[src/verilog/port_cfg_defs.svh]
`ifndef PORT_CFG_DEFS_SVH
`define PORT_CFG_DEFS_SVH
// Notes on behaviour
// [RULE1] sense codes: any, rise, fall, low, off
// [RULE2] sense code decides interrupt and event hits
// [RULE3] buffer off: pin unsampled, level reads zero
// [RULE4] low sense: events while high, none low
// [RULE5] buffer off only on first five ports
// [RULE6] software turns buffer off for analog pins
// [RULE7] group mask write updates masked pins only
// [RULE8] group mask clears after pin config write
// [RULE9] map a: high nibble vport1, low vport0
// [RULE10] map b: high nibble vport3, low vport2
// [RULE11] vport access acts on physical register
// [RULE12] map codes 0-4, 6, 11, 15 select ports
// [RULE13] alternate select moves output to pin 4
// [RULE14] rtc output enable drives port c pin 6
// [RULE15] event port field: off, c, reserved, e
// [RULE16] software keeps clock and event ports apart
// [RULE17] routed signal only on output pins
// [RULE18] rate select picks 1x, 2x, 4x clock
// [RULE19] clock port field: off, c, reserved, e
// [RULE20] clock wins over event on same pin
// [RULE21] software writes zero to reserved bits
// [RULE22] channel select picks event channel 0-3
// [RULE23] reserved codes act as inactive
// [RULE24] clock event control resets to zero
`define IDX_GROUP_MASK 10'h000
`define IDX_VMAP_A     10'h002
`define IDX_VMAP_B     10'h003
`define IDX_CLKEV      10'h004
`define IDX_EVENT_OUTPUT_CONTROL     10'h006
`define PINCFG_TAG     4'h1
`define VPORT_TAG      6'h08
`define RST_CLKEV      8'h00
`define RST_REG        8'h00
`define SENSE_ANY      3'h0
`define SENSE_RISE     3'h1
`define SENSE_FALL     3'h2
`define SENSE_LOW      3'h3
`define SENSE_OFF      3'h7
`define BUF_PORTS      3'h5
`define ROUTE_PC       2'h1
`define ROUTE_PE       2'h3
`define RATE_1X        2'h0
`define RATE_2X        2'h1
`define RATE_4X        2'h2
`define PIN_ALT        3'h4
`define PIN_DEF        3'h7
`define PIN_RTC        3'h6
`define CE_ALT_BIT     7
`define CE_RTC_BIT     6
`define CE_EVPORT_LSB  4
`define CE_RATE_LSB    2
`define CE_CLKPORT_LSB 0
`endif

[src/verilog/port_cfg_pkg.sv]
package port_cfg_pkg;
  // one bit per pin, [port][pin]
  typedef logic [7:0][7:0] pin_bank_t;
  // pin configuration bytes, [port][pin]
  typedef logic [7:0][7:0][7:0] pin_cfg_t;
  // bus sequencer, one-hot
  typedef enum logic [2:0] {
    ST_IDLE  = 3'b001,
    ST_VPORT = 3'b010,
    ST_ACK   = 3'b100
  } bus_state_t;
  // forwarded physical port register access
  typedef struct packed {
    logic       valid;
    logic       write;
    logic [2:0] port;
    logic [1:0] sel;
    logic [7:0] wdata;
  } vport_req_t;
  // override drive for one port
  typedef struct packed {
    logic [7:0] out;
    logic [7:0] en;
  } alt_drive_t;
  // whole state of the block
  typedef struct packed {
    bus_state_t st;
    logic       pready;
    logic       pslverr;
    logic [31:0] prdata;
    logic [7:0] group_mask;
    logic [7:0] vmap_a;
    logic [7:0] vmap_b;
    logic [7:0] clkev;
    logic [1:0] evsel;
    pin_cfg_t   pincfg;
    pin_bank_t  sync1;
    pin_bank_t  sync2;
    pin_bank_t  prev;
    pin_bank_t  level;
    pin_bank_t  irq_hit;
    pin_bank_t  ev_hit;
    logic [2:0] div;
    logic       rtc_s1;
    logic       rtc_s2;
    vport_req_t req;
    alt_drive_t drv_c;
    alt_drive_t drv_e;
  } state_t;
endpackage : port_cfg_pkg

[src/verilog/port_cfg.sv]
// Local design decision: the APB slave port.
`timescale 1ns/10ps
`include "port_cfg_defs.svh"
module port_cfg import port_cfg_pkg::*; (
  // clock and reset
  input  wire logic        pclk,
  input  wire logic        presetn,
  // apb slave
  input  wire logic        psel,
  input  wire logic        penable,
  input  wire logic        pwrite,
  input  wire logic [11:0] paddr,
  input  wire logic [31:0] pwdata,
  input  wire logic [3:0]  pstrb,
  output logic             pready,
  output logic [31:0]      prdata,
  output logic             pslverr,
  // pads and system inputs
  input  wire pin_bank_t   pins_in,
  input  wire logic        rtc_clk_src,
  input  wire logic [3:0]  ev_channel,
  input  wire logic [7:0]  dir_c,
  input  wire logic [7:0]  dir_e,
  // physical port register answer
  input  wire logic [7:0]  vp_rdata,
  // per-pin results
  output pin_bank_t        sampled_levels,
  output pin_bank_t        sense_irq,
  output pin_bank_t        sense_event,
  output pin_cfg_t         pin_config,
  // forwarded register access
  output vport_req_t       vp_req,
  // special function drive
  output alt_drive_t       drive_c,
  output alt_drive_t       drive_e
);

  // the virtual windows share one decoder, so the
  // map code is turned into a port index in one place;
  // a clear valid bit makes the window refuse access
  // map code to physical port index, bit 3 = valid
  function automatic logic [3:0] map_decode(input logic [3:0] code);
    logic [3:0] r;
    r = 4'h0;
    // [RULE12] map code decode
    case (code)
      4'h0, 4'h1, 4'h2, 4'h3, 4'h4: r = {1'b1, code[2:0]};
      4'h6:    r = 4'hd;
      4'hb:    r = 4'he;
      4'hf:    r = 4'hf;
      // [RULE23] reserved map code
      default: r = 4'h0;
    endcase
    return r;
  endfunction : map_decode

  // interrupt and event hits differ only for low-level
  // sensing, where an event follows a high pin instead;
  // edge codes compare against the previous sample
  // sense evaluation, returns {irq, event}
  function automatic logic [1:0] sense_eval(input logic [2:0] code,
                                            input logic lvl,
                                            input logic old);
    logic [1:0] r;
    r = 2'h0;
    // [RULE1] sense code meaning
    case (code)
      `SENSE_ANY:  r = {2{lvl ^ old}};
      `SENSE_RISE: r = {2{lvl & ~old}};
      `SENSE_FALL: r = {2{~lvl & old}};
      // [RULE4] low sense events
      `SENSE_LOW:  r = {~lvl, lvl};
      // [RULE23] reserved and off codes
      default:     r = 2'h0;
    endcase
    return r;
  endfunction : sense_eval

  // both routed ports go through the same function, so
  // clock priority and direction gating stay identical;
  // the rtc clock is only ever offered to port c, the
  // caller passes a zero enable for the other port
  // override drive for one port of the clock/event router
  function automatic alt_drive_t route(input logic [1:0] want,
                                       input logic [7:0] ce,
                                       input logic       ev,
                                       input logic       clk,
                                       input logic       clk_ok,
                                       input logic       rtc_en,
                                       input logic       rtc,
                                       input logic [7:0] dir);
    alt_drive_t d;
    logic [2:0] pin;
    d = '0;
    // [RULE13] alternate pin choice
    pin = ce[`CE_ALT_BIT] ? `PIN_ALT : `PIN_DEF;
    // [RULE15] event port route
    if (ce[`CE_EVPORT_LSB +: 2] == want) begin
      d.out[pin] = ev;
      d.en[pin]  = 1'b1;
    end
    // [RULE19] clock port route
    // [RULE20] clock overrides event
    if (ce[`CE_CLKPORT_LSB +: 2] == want && clk_ok) begin
      d.out[pin] = clk;
      d.en[pin]  = 1'b1;
    end
    // [RULE14] rtc clock output
    if (rtc_en && ce[`CE_RTC_BIT]) begin
      d.out[`PIN_RTC] = rtc;
      d.en[`PIN_RTC]  = 1'b1;
    end
    // an input pin must never see a routed level, so the
    // enable and the level are both masked by direction
    // [RULE17] only on output pins
    d.en  = d.en & dir;
    d.out = d.out & d.en;
    return d;
  endfunction : route

  // all state lives in one packed struct: the comb block
  // builds a copy and the clocked block registers it, so
  // every output below comes straight from a flop
  state_t s;       // registered state
  state_t next_s;  // next state

  // next-state logic
  always_comb begin
    // word index of the access
    logic [9:0] idx;
    // local read data byte
    logic [7:0] rd;
    // write data byte
    logic [7:0] d;
    // write gated by byte strobe
    logic       wr;
    // input buffer turned off
    logic       isbuf;
    // effective sampled level
    logic       lvl;
    // sense result, irq and event
    logic [1:0] hit;
    // map code of addressed window
    logic [3:0] code;
    // decoded physical port
    logic [3:0] dec;
    // divided clock level
    logic       clk_lvl;
    // divided clock rate is legal
    logic       clk_ok;
    // selected event channel level
    logic       ev_lvl;
    idx     = paddr[11:2];
    rd      = 8'h00;
    d       = pwdata[7:0];
    wr      = pwrite & pstrb[0];
    isbuf   = 1'b0;
    lvl     = 1'b0;
    hit     = 2'h0;
    code    = 4'h0;
    dec     = 4'h0;
    clk_lvl = 1'b0;
    clk_ok  = 1'b0;
    ev_lvl  = 1'b0;
    next_s  = s;
    next_s.pready    = 1'b0;
    next_s.pslverr   = 1'b0;
    next_s.req.valid = 1'b0;
    // pads and the rtc clock are asynchronous; only the
    // second flop of each pair is read by any logic, the
    // first one may still be settling
    // pin and rtc synchronisers
    next_s.sync1  = pins_in;
    next_s.sync2  = s.sync1;
    next_s.rtc_s1 = rtc_clk_src;
    next_s.rtc_s2 = s.rtc_s1;
    next_s.div    = s.div + 3'h1;
    // a pin with its buffer off reads zero and keeps prev
    // at zero, so turning the buffer back on can show one
    // edge hit; software should clear flags after that
    // per-pin sampling and sensing
    for (int p = 0; p < 8; p++) begin
      for (int b = 0; b < 8; b++) begin
        // [RULE5] buffer off on first ports
        isbuf = (s.pincfg[p][b][2:0] == `SENSE_OFF) && (3'(p) < `BUF_PORTS);
        // [RULE3] unsampled pin reads zero
        lvl = isbuf ? 1'b0 : s.sync2[p][b];
        // [RULE2] sense decides hits
        hit = sense_eval(s.pincfg[p][b][2:0], lvl, s.prev[p][b]);
        next_s.level[p][b]   = lvl;
        next_s.prev[p][b]    = lvl;
        next_s.irq_hit[p][b] = hit[1];
        next_s.ev_hit[p][b]  = hit[0];
      end
    end
    // local registers answer one cycle after the access
    // edge; virtual windows take one more cycle so the
    // physical port can return its read data
    // register bus
    case (s.st)
      ST_IDLE: begin
        if (psel && penable) begin
          next_s.st     = ST_ACK;
          next_s.pready = 1'b1;
          if (paddr[1:0] != 2'h0) begin
            // misaligned address
            next_s.pslverr = 1'b1;
          end else if (idx == `IDX_GROUP_MASK) begin
            rd = s.group_mask;
            if (wr) begin
              next_s.group_mask = d;
            end
          end else if (idx == `IDX_VMAP_A) begin
            // [RULE9] map a fields
            rd = s.vmap_a;
            if (wr) begin
              next_s.vmap_a = d;
            end
          end else if (idx == `IDX_VMAP_B) begin
            // [RULE10] map b fields
            rd = s.vmap_b;
            if (wr) begin
              next_s.vmap_b = d;
            end
          end else if (idx == `IDX_CLKEV) begin
            rd = s.clkev;
            if (wr) begin
              next_s.clkev = d;
            end
          end else if (idx == `IDX_EVENT_OUTPUT_CONTROL) begin
            // reserved bits read zero, writes dropped
            rd = {6'h00, s.evsel};
            if (wr) begin
              next_s.evsel = d[1:0];
            end
          end else if (idx[9:6] == `PINCFG_TAG) begin
            rd = s.pincfg[idx[5:3]][idx[2:0]];
            if (wr) begin
              if (s.group_mask != 8'h00) begin
                // the addressed pin itself is skipped unless it
                // is also in the mask
                // [RULE7] group write to masked pins
                for (int b = 0; b < 8; b++) begin
                  if (s.group_mask[b]) begin
                    next_s.pincfg[idx[5:3]][b] = d;
                  end
                end
              end else begin
                // single pin write
                next_s.pincfg[idx[5:3]][idx[2:0]] = d;
              end
              // [RULE8] mask self clears
              next_s.group_mask = 8'h00;
            end
          end else if (idx[9:4] == `VPORT_TAG) begin
            case (idx[3:2])
              2'h0:    code = s.vmap_a[3:0];
              2'h1:    code = s.vmap_a[7:4];
              2'h2:    code = s.vmap_b[3:0];
              default: code = s.vmap_b[7:4];
            endcase
            dec = map_decode(code);
            if (dec[3]) begin
              // [RULE11] forward to physical register
              next_s.st        = ST_VPORT;
              next_s.pready    = 1'b0;
              next_s.req.valid = 1'b1;
              next_s.req.write = wr;
              next_s.req.port  = dec[2:0];
              next_s.req.sel   = idx[1:0];
              next_s.req.wdata = d;
            end else begin
              // [RULE23] unmapped virtual port
              next_s.pslverr = 1'b1;
            end
          end else begin
            // unmapped address
            next_s.pslverr = 1'b1;
          end
          next_s.prdata = {24'h000000, rd};
        end
      end
      ST_VPORT: begin
        // the physical register block must put its data on
        // vp_rdata while vp_req.valid is high
        // physical port answers during request cycle
        next_s.st     = ST_ACK;
        next_s.pready = 1'b1;
        next_s.prdata = {24'h000000, vp_rdata};
      end
      ST_ACK: begin
        // penable may still be high here, so this state
        // keeps the same transfer from being taken twice
        // transfer completes at this edge
        next_s.st = ST_IDLE;
      end
      default: begin
        // illegal one-hot code, recover to idle
        next_s.st = ST_IDLE;
      end
    endcase
    // the routed clocks are square waves from the free
    // running divider, taken from the registered state so
    // the pin never sees a combinational glitch; the pin
    // itself therefore toggles at most once per cycle
    // [RULE18] routed clock rate
    case (s.clkev[`CE_RATE_LSB +: 2])
      `RATE_1X: begin
        clk_lvl = s.div[2];
        clk_ok  = 1'b1;
      end
      `RATE_2X: begin
        clk_lvl = s.div[1];
        clk_ok  = 1'b1;
      end
      `RATE_4X: begin
        clk_lvl = s.div[0];
        clk_ok  = 1'b1;
      end
      // [RULE23] reserved rate
      default: begin
        clk_lvl = 1'b0;
        clk_ok  = 1'b0;
      end
    endcase
    // event channels share this clock, so they are read
    // without a synchroniser
    // [RULE22] event channel choice
    ev_lvl = ev_channel[s.evsel];
    next_s.drv_c = route(`ROUTE_PC, s.clkev, ev_lvl, clk_lvl, clk_ok,
                         1'b1, s.rtc_s2, dir_c);
    next_s.drv_e = route(`ROUTE_PE, s.clkev, ev_lvl, clk_lvl, clk_ok,
                         1'b0, 1'b0, dir_e);
  end

  // reset loads constants only; the asynchronous branch
  // must never depend on other state, or release of
  // reset could capture an unsettled value
  // state register
  always_ff @(posedge pclk or negedge presetn) begin
    if (!presetn) begin
      // everything zero, sequencer idle
      s          <= '0;
      s.st       <= ST_IDLE;
      s.group_mask <= `RST_REG;
      s.vmap_a   <= `RST_REG;
      s.vmap_b   <= `RST_REG;
      // [RULE24] outputs disabled at reset
      s.clkev    <= `RST_CLKEV;
    end else begin
      // register the whole next state at once
      s <= next_s;
    end
  end

  // outputs straight from state flops
  // one-cycle answer strobe
  assign pready         = s.pready;
  // read data, held until next answer
  assign prdata         = s.prdata;
  // error flag, valid with pready
  assign pslverr        = s.pslverr;
  // synchronised pin levels
  assign sampled_levels = s.level;
  // interrupt hits per pin
  assign sense_irq      = s.irq_hit;
  // event hits per pin
  assign sense_event    = s.ev_hit;
  // pin configuration bytes
  assign pin_config     = s.pincfg;
  // forwarded register access
  assign vp_req         = s.req;
  // port c override drive
  assign drive_c        = s.drv_c;
  // port e override drive
  assign drive_e        = s.drv_e;

endmodule : port_cfg

[config.mk]
export PLATFORM = sky130hd
export DESIGN_NAME = port_cfg
export DESIGN_NICKNAME = d
export VERILOG_FILES = /design/src/verilog/port_cfg_pkg.sv /design/src/verilog/port_cfg.sv
export VERILOG_INCLUDE_DIRS = /design/src /design/src/verilog
export SDC_FILE = /design/constraint.sdc
export NUM_CORES = 2
export LEC_CHECK = 0
export BUFFER_PORTS_ARGS = -buffer_cell sky130_fd_sc_hd__buf_2
export CAP_MARGIN = 40
export CORE_AREA = 8 8 354 356
export CTS_CLUSTER_DIAMETER = 60
export DETAILED_ROUTE_END_ITERATION = 8
export DIE_AREA = 0 0 362 364
export GPL_TIMING_DRIVEN = 0
export PLACE_DENSITY_LB_ADDON = 0.2
export REMOVE_ABC_BUFFERS = 1
export SLEW_MARGIN = 10
export SYNTH_ARGS = -nofsm -noshare
export SYNTH_HDL_FRONTEND = slang
export SYNTH_SLANG_ARGS = --single-unit
[constraint.sdc]
create_clock -name pclk -period 3.1 [get_ports pclk]
set_clock_uncertainty 0.2 [all_clocks]
set_input_delay 0.31 -clock pclk [delete_from_list [all_inputs] [get_ports pclk]]
set_output_delay 0.31 -clock pclk [all_outputs]
set_load 0.01 [all_outputs]
# Word-level counts from Yosys, hierarchy flattened
# Cells that the tools add are included.
dict set report word_totals {
  regBits 955
  wordCells 1137
}
dict set report classes {
  addsub 1
  order_cmp 7
  n_eq_ne 262
  n_mux 319
  bitwise_logic 335
  reduce_logical 88
}
# operator n
set ops {}
lappend ops {{2-to-1 mux 512 bit} 89}
lappend ops {{bitwise mux 512 bit} 9}
lappend ops {{demux 64 bit (select 3 bit)} 9}
lappend ops {{2-to-1 mux 583 bit} 1}
lappend ops {{2-to-1 mux 546 bit} 1}
lappend ops {{2-to-1 mux 538 bit} 1}
lappend ops {{2-to-1 mux 530 bit} 1}
lappend ops {{2-to-1 mux 522 bit} 1}
lappend ops {{2-to-1 mux 514 bit} 1}
lappend ops {{case mux 2 bit (4 select lines)} 64}
lappend ops {{== test 3 x 2 -> 1 bit (second input constant)} 129}
lappend ops {{== test 3 x 1 -> 1 bit (second input constant)} 65}
lappend ops {{binary-select mux 64 bit (select 3 bit)} 1}
lappend ops {{logical NOT 3 bit} 64}
lappend ops {{2-to-1 mux 64 bit} 3}
lappend ops {{2-to-1 mux 8 bit} 24}
lappend ops {{2-to-1 mux 15 bit} 11}
lappend ops {{NOT 1 bit} 135}
lappend ops {{bitwise AND 1 bit} 129}
lappend ops {{== test 3 bit (second input constant)} 40}
lappend ops {{2-to-1 mux 4 bit} 23}
lappend ops {{2-to-1 mux 16 bit} 5}
lappend ops {{case mux 32 bit (2 select lines)} 1}
lappend ops {{XOR 1 bit} 64}
lappend ops {{50 further kinds} 141}

# Longest topological paths before layout
dict set report depth {
  depth_word 108
  depth_mapped 11
  mapped_depth_nobuf 9
}

# Worst setup path after synthesis
# OpenSTA, ideal clock, no wires.
dict set report synth_timing {
  kind {reg-to-reg}
  from {register s[1016] in the netlist's numbering}
  to {register s, in the netlist pin_config[110]}
  t_arrival_ns 2.589
  path_slack_ns 0.234
  path_stages_with_launch 11
  period_less_slack_ns 2.866
  path_cell_list {dfstp_2 nand4b_1 or2_2 buf_2 a2111o_1 buf_6 buf_4 nor4_4 buf_2 nor2_1 a21oi_1}
}
dict set report synth_between {
  elab_chain_cells 2
}
# element line
set synth_rtl {}
lappend synth_rtl {{start: declaration} port_cfg.sv:124} ;# state_t s;
lappend synth_rtl {{start signal: assignment} port_cfg.sv:352} ;# s <= next_s;
lappend synth_rtl {{== test 3 x 1 -> 1 bit} port_cfg.sv:200} ;# case (s.st)
lappend synth_rtl {{AND reduction 10 bit (no line)} -}
# No other way between the ends.
# A chain may end at the register's enable or synchronous reset.

# Worst setup path after layout
dict set report layout_timing {
  from {input paddr[7]}
  to {register s, in the netlist prdata[3]}
}
dict set report layout_between {
  elab_chain_cells 13
  word_cells_on_any_way 18
}
# element line
set layout_rtl {}
lappend layout_rtl {{start: declaration} port_cfg.sv:12} ;# input wire logic [11:0] paddr,
lappend layout_rtl {{binary-select mux 64 bit (select 3 bit)} port_cfg.sv:237} ;# rd = s.pincfg[idx[5:3]][idx[2:0]];
lappend layout_rtl {{2-to-1 mux 64 bit (implied by the code)} port_cfg.sv:237}
lappend layout_rtl {{binary-select mux 8 bit (select 3 bit)} port_cfg.sv:237}
lappend layout_rtl {{2-to-1 mux 8 bit (implied by the code)} port_cfg.sv:237}
lappend layout_rtl {{2-to-1 mux 8 bit} port_cfg.sv:236} ;# end else if (idx[9:6] == `PINCFG_TAG) begin
lappend layout_rtl {{2-to-1 mux 8 bit} port_cfg.sv:230} ;# end else if (idx == `IDX_EVENT_OUTPUT_CONTROL) begin
lappend layout_rtl {{2-to-1 mux 8 bit} port_cfg.sv:225} ;# end else if (idx == `IDX_CLKEV) begin
lappend layout_rtl {{2-to-1 mux 8 bit} port_cfg.sv:219} ;# end else if (idx == `IDX_VMAP_B) begin
lappend layout_rtl {{2-to-1 mux 8 bit} port_cfg.sv:213} ;# end else if (idx == `IDX_VMAP_A) begin
lappend layout_rtl {{2-to-1 mux 8 bit *} port_cfg.sv:208} ;# end else if (idx == `IDX_GROUP_MASK) begin
lappend layout_rtl {{2-to-1 mux 8 bit *} port_cfg.sv:205} ;# if (paddr[1:0] != 2'h0) begin
lappend layout_rtl {{2-to-1 mux 583 bit *} port_cfg.sv:202} ;# if (psel && penable) begin
lappend layout_rtl {{case mux 32 bit (2 select lines) *} port_cfg.sv:200}
# Mark *: on every way between the ends. The rest lies on a longest branch, timed or not. The select of a mux whose other input is x is not followed.

==> flow_summary.ini <==
[clock_network]
root_buffer = clkbuf_16
numCtsBuffers = 113
tritoncts = yes
clk_latency_ns = 0.78
cts.clk_slew.worst_paths_ns = 0.06
h-tree-depth = 3
cts_sinks = 909
cts_buffer_depth = 3

[job]
maxCapViolations = 0

[min_path]
holdCritPathClass = primary input to async pin

[finish]
nets = 5996
finalInstanceArea_mm2 = 0.06020
most-common-layout-cells = dfrtp_1 (900), buf_2 (847), nor2_1 (537)
area_growth_pct = 16.52
num-fill-cells = 10956
layout_commonest_cell = dfrtp_1
stdcell_count = 7430
fin_util = 0.5044
layout-drive-gt1-share = 0.2552

[floorplan]
coreArea_mm2 = 0.1193
die_h_um = 364
die_width_um = 362
rows = 127
die_area_mm2 = 0.1318
io-pin-count = 931
initial_utilization = 0.4329

[sta]
fin_crit_ns = 3.280
finalCritPeriodShare = 1.058
rsz0062_at_grt = true
slew_headroom = 0.3163
hold_slack_ns = -0.03984
tightest_slew_ns = 1.016
hold_violations = 29
setup_viol = 4
fin_tns_setup_ns = -0.4568
setup_slack_ns = -0.1797
fmax_mhz = 304.9
final_max_slew_viol_count = 0

[global_route]
grt_antenna_before_repair = 3
first_global_vias = 43372
grt_max_degree = 147
grt_overflow = 0
grt.total_usage = 0.3628
grt_pass1_wl_mm = 341.8

[routing]
wl_per_cell_um = 34.00
drc_errors = 0
vias_per_cell = 6.170
wl_mm = 252.6
vias = 45841
drt_iter0_markers = 6663
ant_nets = 0
dr.pass1.iters = 9

[synthesis]
synthTopCellsByArea = dfrtp_1 (44%), buf_4 (11%), a22oi_1 (7.4%), a21oi_1 (5.0%), nor2_1 (3.9%)
synth_top_area_share = 0.4398
synth_seq_cells = 909
syn_area_mm2 = 0.05166
synthFlopType = dfrtp_1
yosysTopAreaCell = dfrtp_1
synthCells = 5485
syn_avg_cell_area_um2 = 9.419
synth_warnings = 0
postSynth.asyncResetShare = 1.000
synth_edf_count = 0
yosys.cell_types.count = 70
yosysSeqAreaShare = 0.4403

[placed_design]
place_hpwl_mm = 176.0
portBuffers = 846
pre_cts_slack_ns = -1.349
place_area_mm2 = 0.05287
post-place-cells = 6924
gp_congestion = 0.9086

[critical_path]
crit_required_ns = 3.53
cp-start-kind = primary input
crit_fanout = 94
critPathKind = primary input to register
worst_setup_path_end_kind = register
arrival_ns = 3.71

[power_and_ir_drop]
power_density_mw_per_mm2 = 477.1
vdd_drop_max_mv = 0.6078
p_leak_nw = 28.06
fin_total_pwr_mw = 28.72

[status]
violations = negative hold slack, negative setup slack
status = finished, violations left
cell families (layout without fill, tap and decap cells):
| logic type | count (synthesis) | in the layout | synth area share |
|---|---|---|---|
| mux | 174 | 174 | 0.03897 |
| other cells | 1 | 50 | 0.00007259 |
| fa+ha+maj | 129 | 129 | 0.03124 |
| simple gates | 1205 | 1214 | 0.1194 |
| flops | 909 | 909 | 0.4403 |
| compound gates | 1641 | 1641 | 0.2052 |
| buf+inv | 1425 | 1700 | 0.1646 |
| xor+xnor | 1 | 1 | 0.0001696 |
critical path: stages:
cell	delay, ns
buf_8	0.34
buf_16	0.40
clkinv_16	0.40
a221o_1	0.38
a21oi_1	0.48
o22ai_1	0.41
o31ai_1	0.54
nand3_1	0.13
repair_timing:
action                                 CTS  global route
buffers inserted                        91            25
hold buffers                           165             0
endpoints found under the hold margin  256             0
setup endpoints to repair              520           364
pin swaps                               51            13
gates resized for setup                 22            19
gates cloned                            10             5
synth_stat cells (61+ instances only):
master	number
a21oi_1	518
clkbuf_1	194
mux2i_1	119
o22ai_1	115
buf_2	108
nand3b_1	63
buf_1	81
nand2_1	291
nand3_1	105
and3_1	61
nor2_1	539
buf_4	787
inv_1	245
ha_1	129
o21ai_0	226
a22oi_1	507
dfrtp_1	908
layer usage:
| layer | global-route usage | part of all wire | vias up | routed length [µm] |
|---|---|---|---|---|
| met4 | 0.2150 | 0.074 | 0 | 18740 |
| met1 | 0.4284 | 0.35 | 22627 | 89290 |
| li1 | - | - | 19106 | - |
| met2 | 0.5459 | 0.43 | 3307 | 109100 |
| met3 | 0.1609 | 0.14 | 801 | 35560 |
| met5 | 0 | 0 | - | 0 |
cell type report:
type                            count  area [µm²]  area share
Antenna cell                        4       10.01   0.0001663
Multi-Input combinational cell   3205       20900      0.3472
Inverter                          246       949.7     0.01578
Sequential cell                   909       22770      0.3783
Tap cell                         1612        2017     0.03351
Clock inverter                     45       464.2    0.007711
Clock buffer                      163        3348     0.05562
Timing Repair Buffer             1246        9738      0.1618
sequential cells by signal, indices dropped and copies added, names as in the netlist:
name and flops:
sense_event 64, drive_c 6, drive_e 4, prdata 8
s 81, pslverr 1, pready 1, sense_irq 64
vp_req 15, next_s 89, sampled_levels 64, pin_config 512
power by group:
group / switching (mW) / internal [mW] / leakage (nW) / total (mW)
clock network: 5.65 / 7.92 / 1.84 / 13.6
registers: 0.144 / 12.2 / 11.9 / 12.3
logic: 1.94 / 0.899 / 14.3 / 2.84
worst paths after layout:
path,start,endpoint,slack (ns),cells past startpoint
max,paddr[7],prdata[3],-0.18,8
min in group pclk,pins_in[24],next_s[332],0.02,2
min reg2reg,next_s[361],next_s[233],0.14,0
min,presetn,sense_event[12],-0.04,2
max reg2reg,pin_config[201],prdata[1],0.02,6
max in group asynchronous,presetn,pin_config[378],0.50,5
Power figures use the tool's default switching activity.
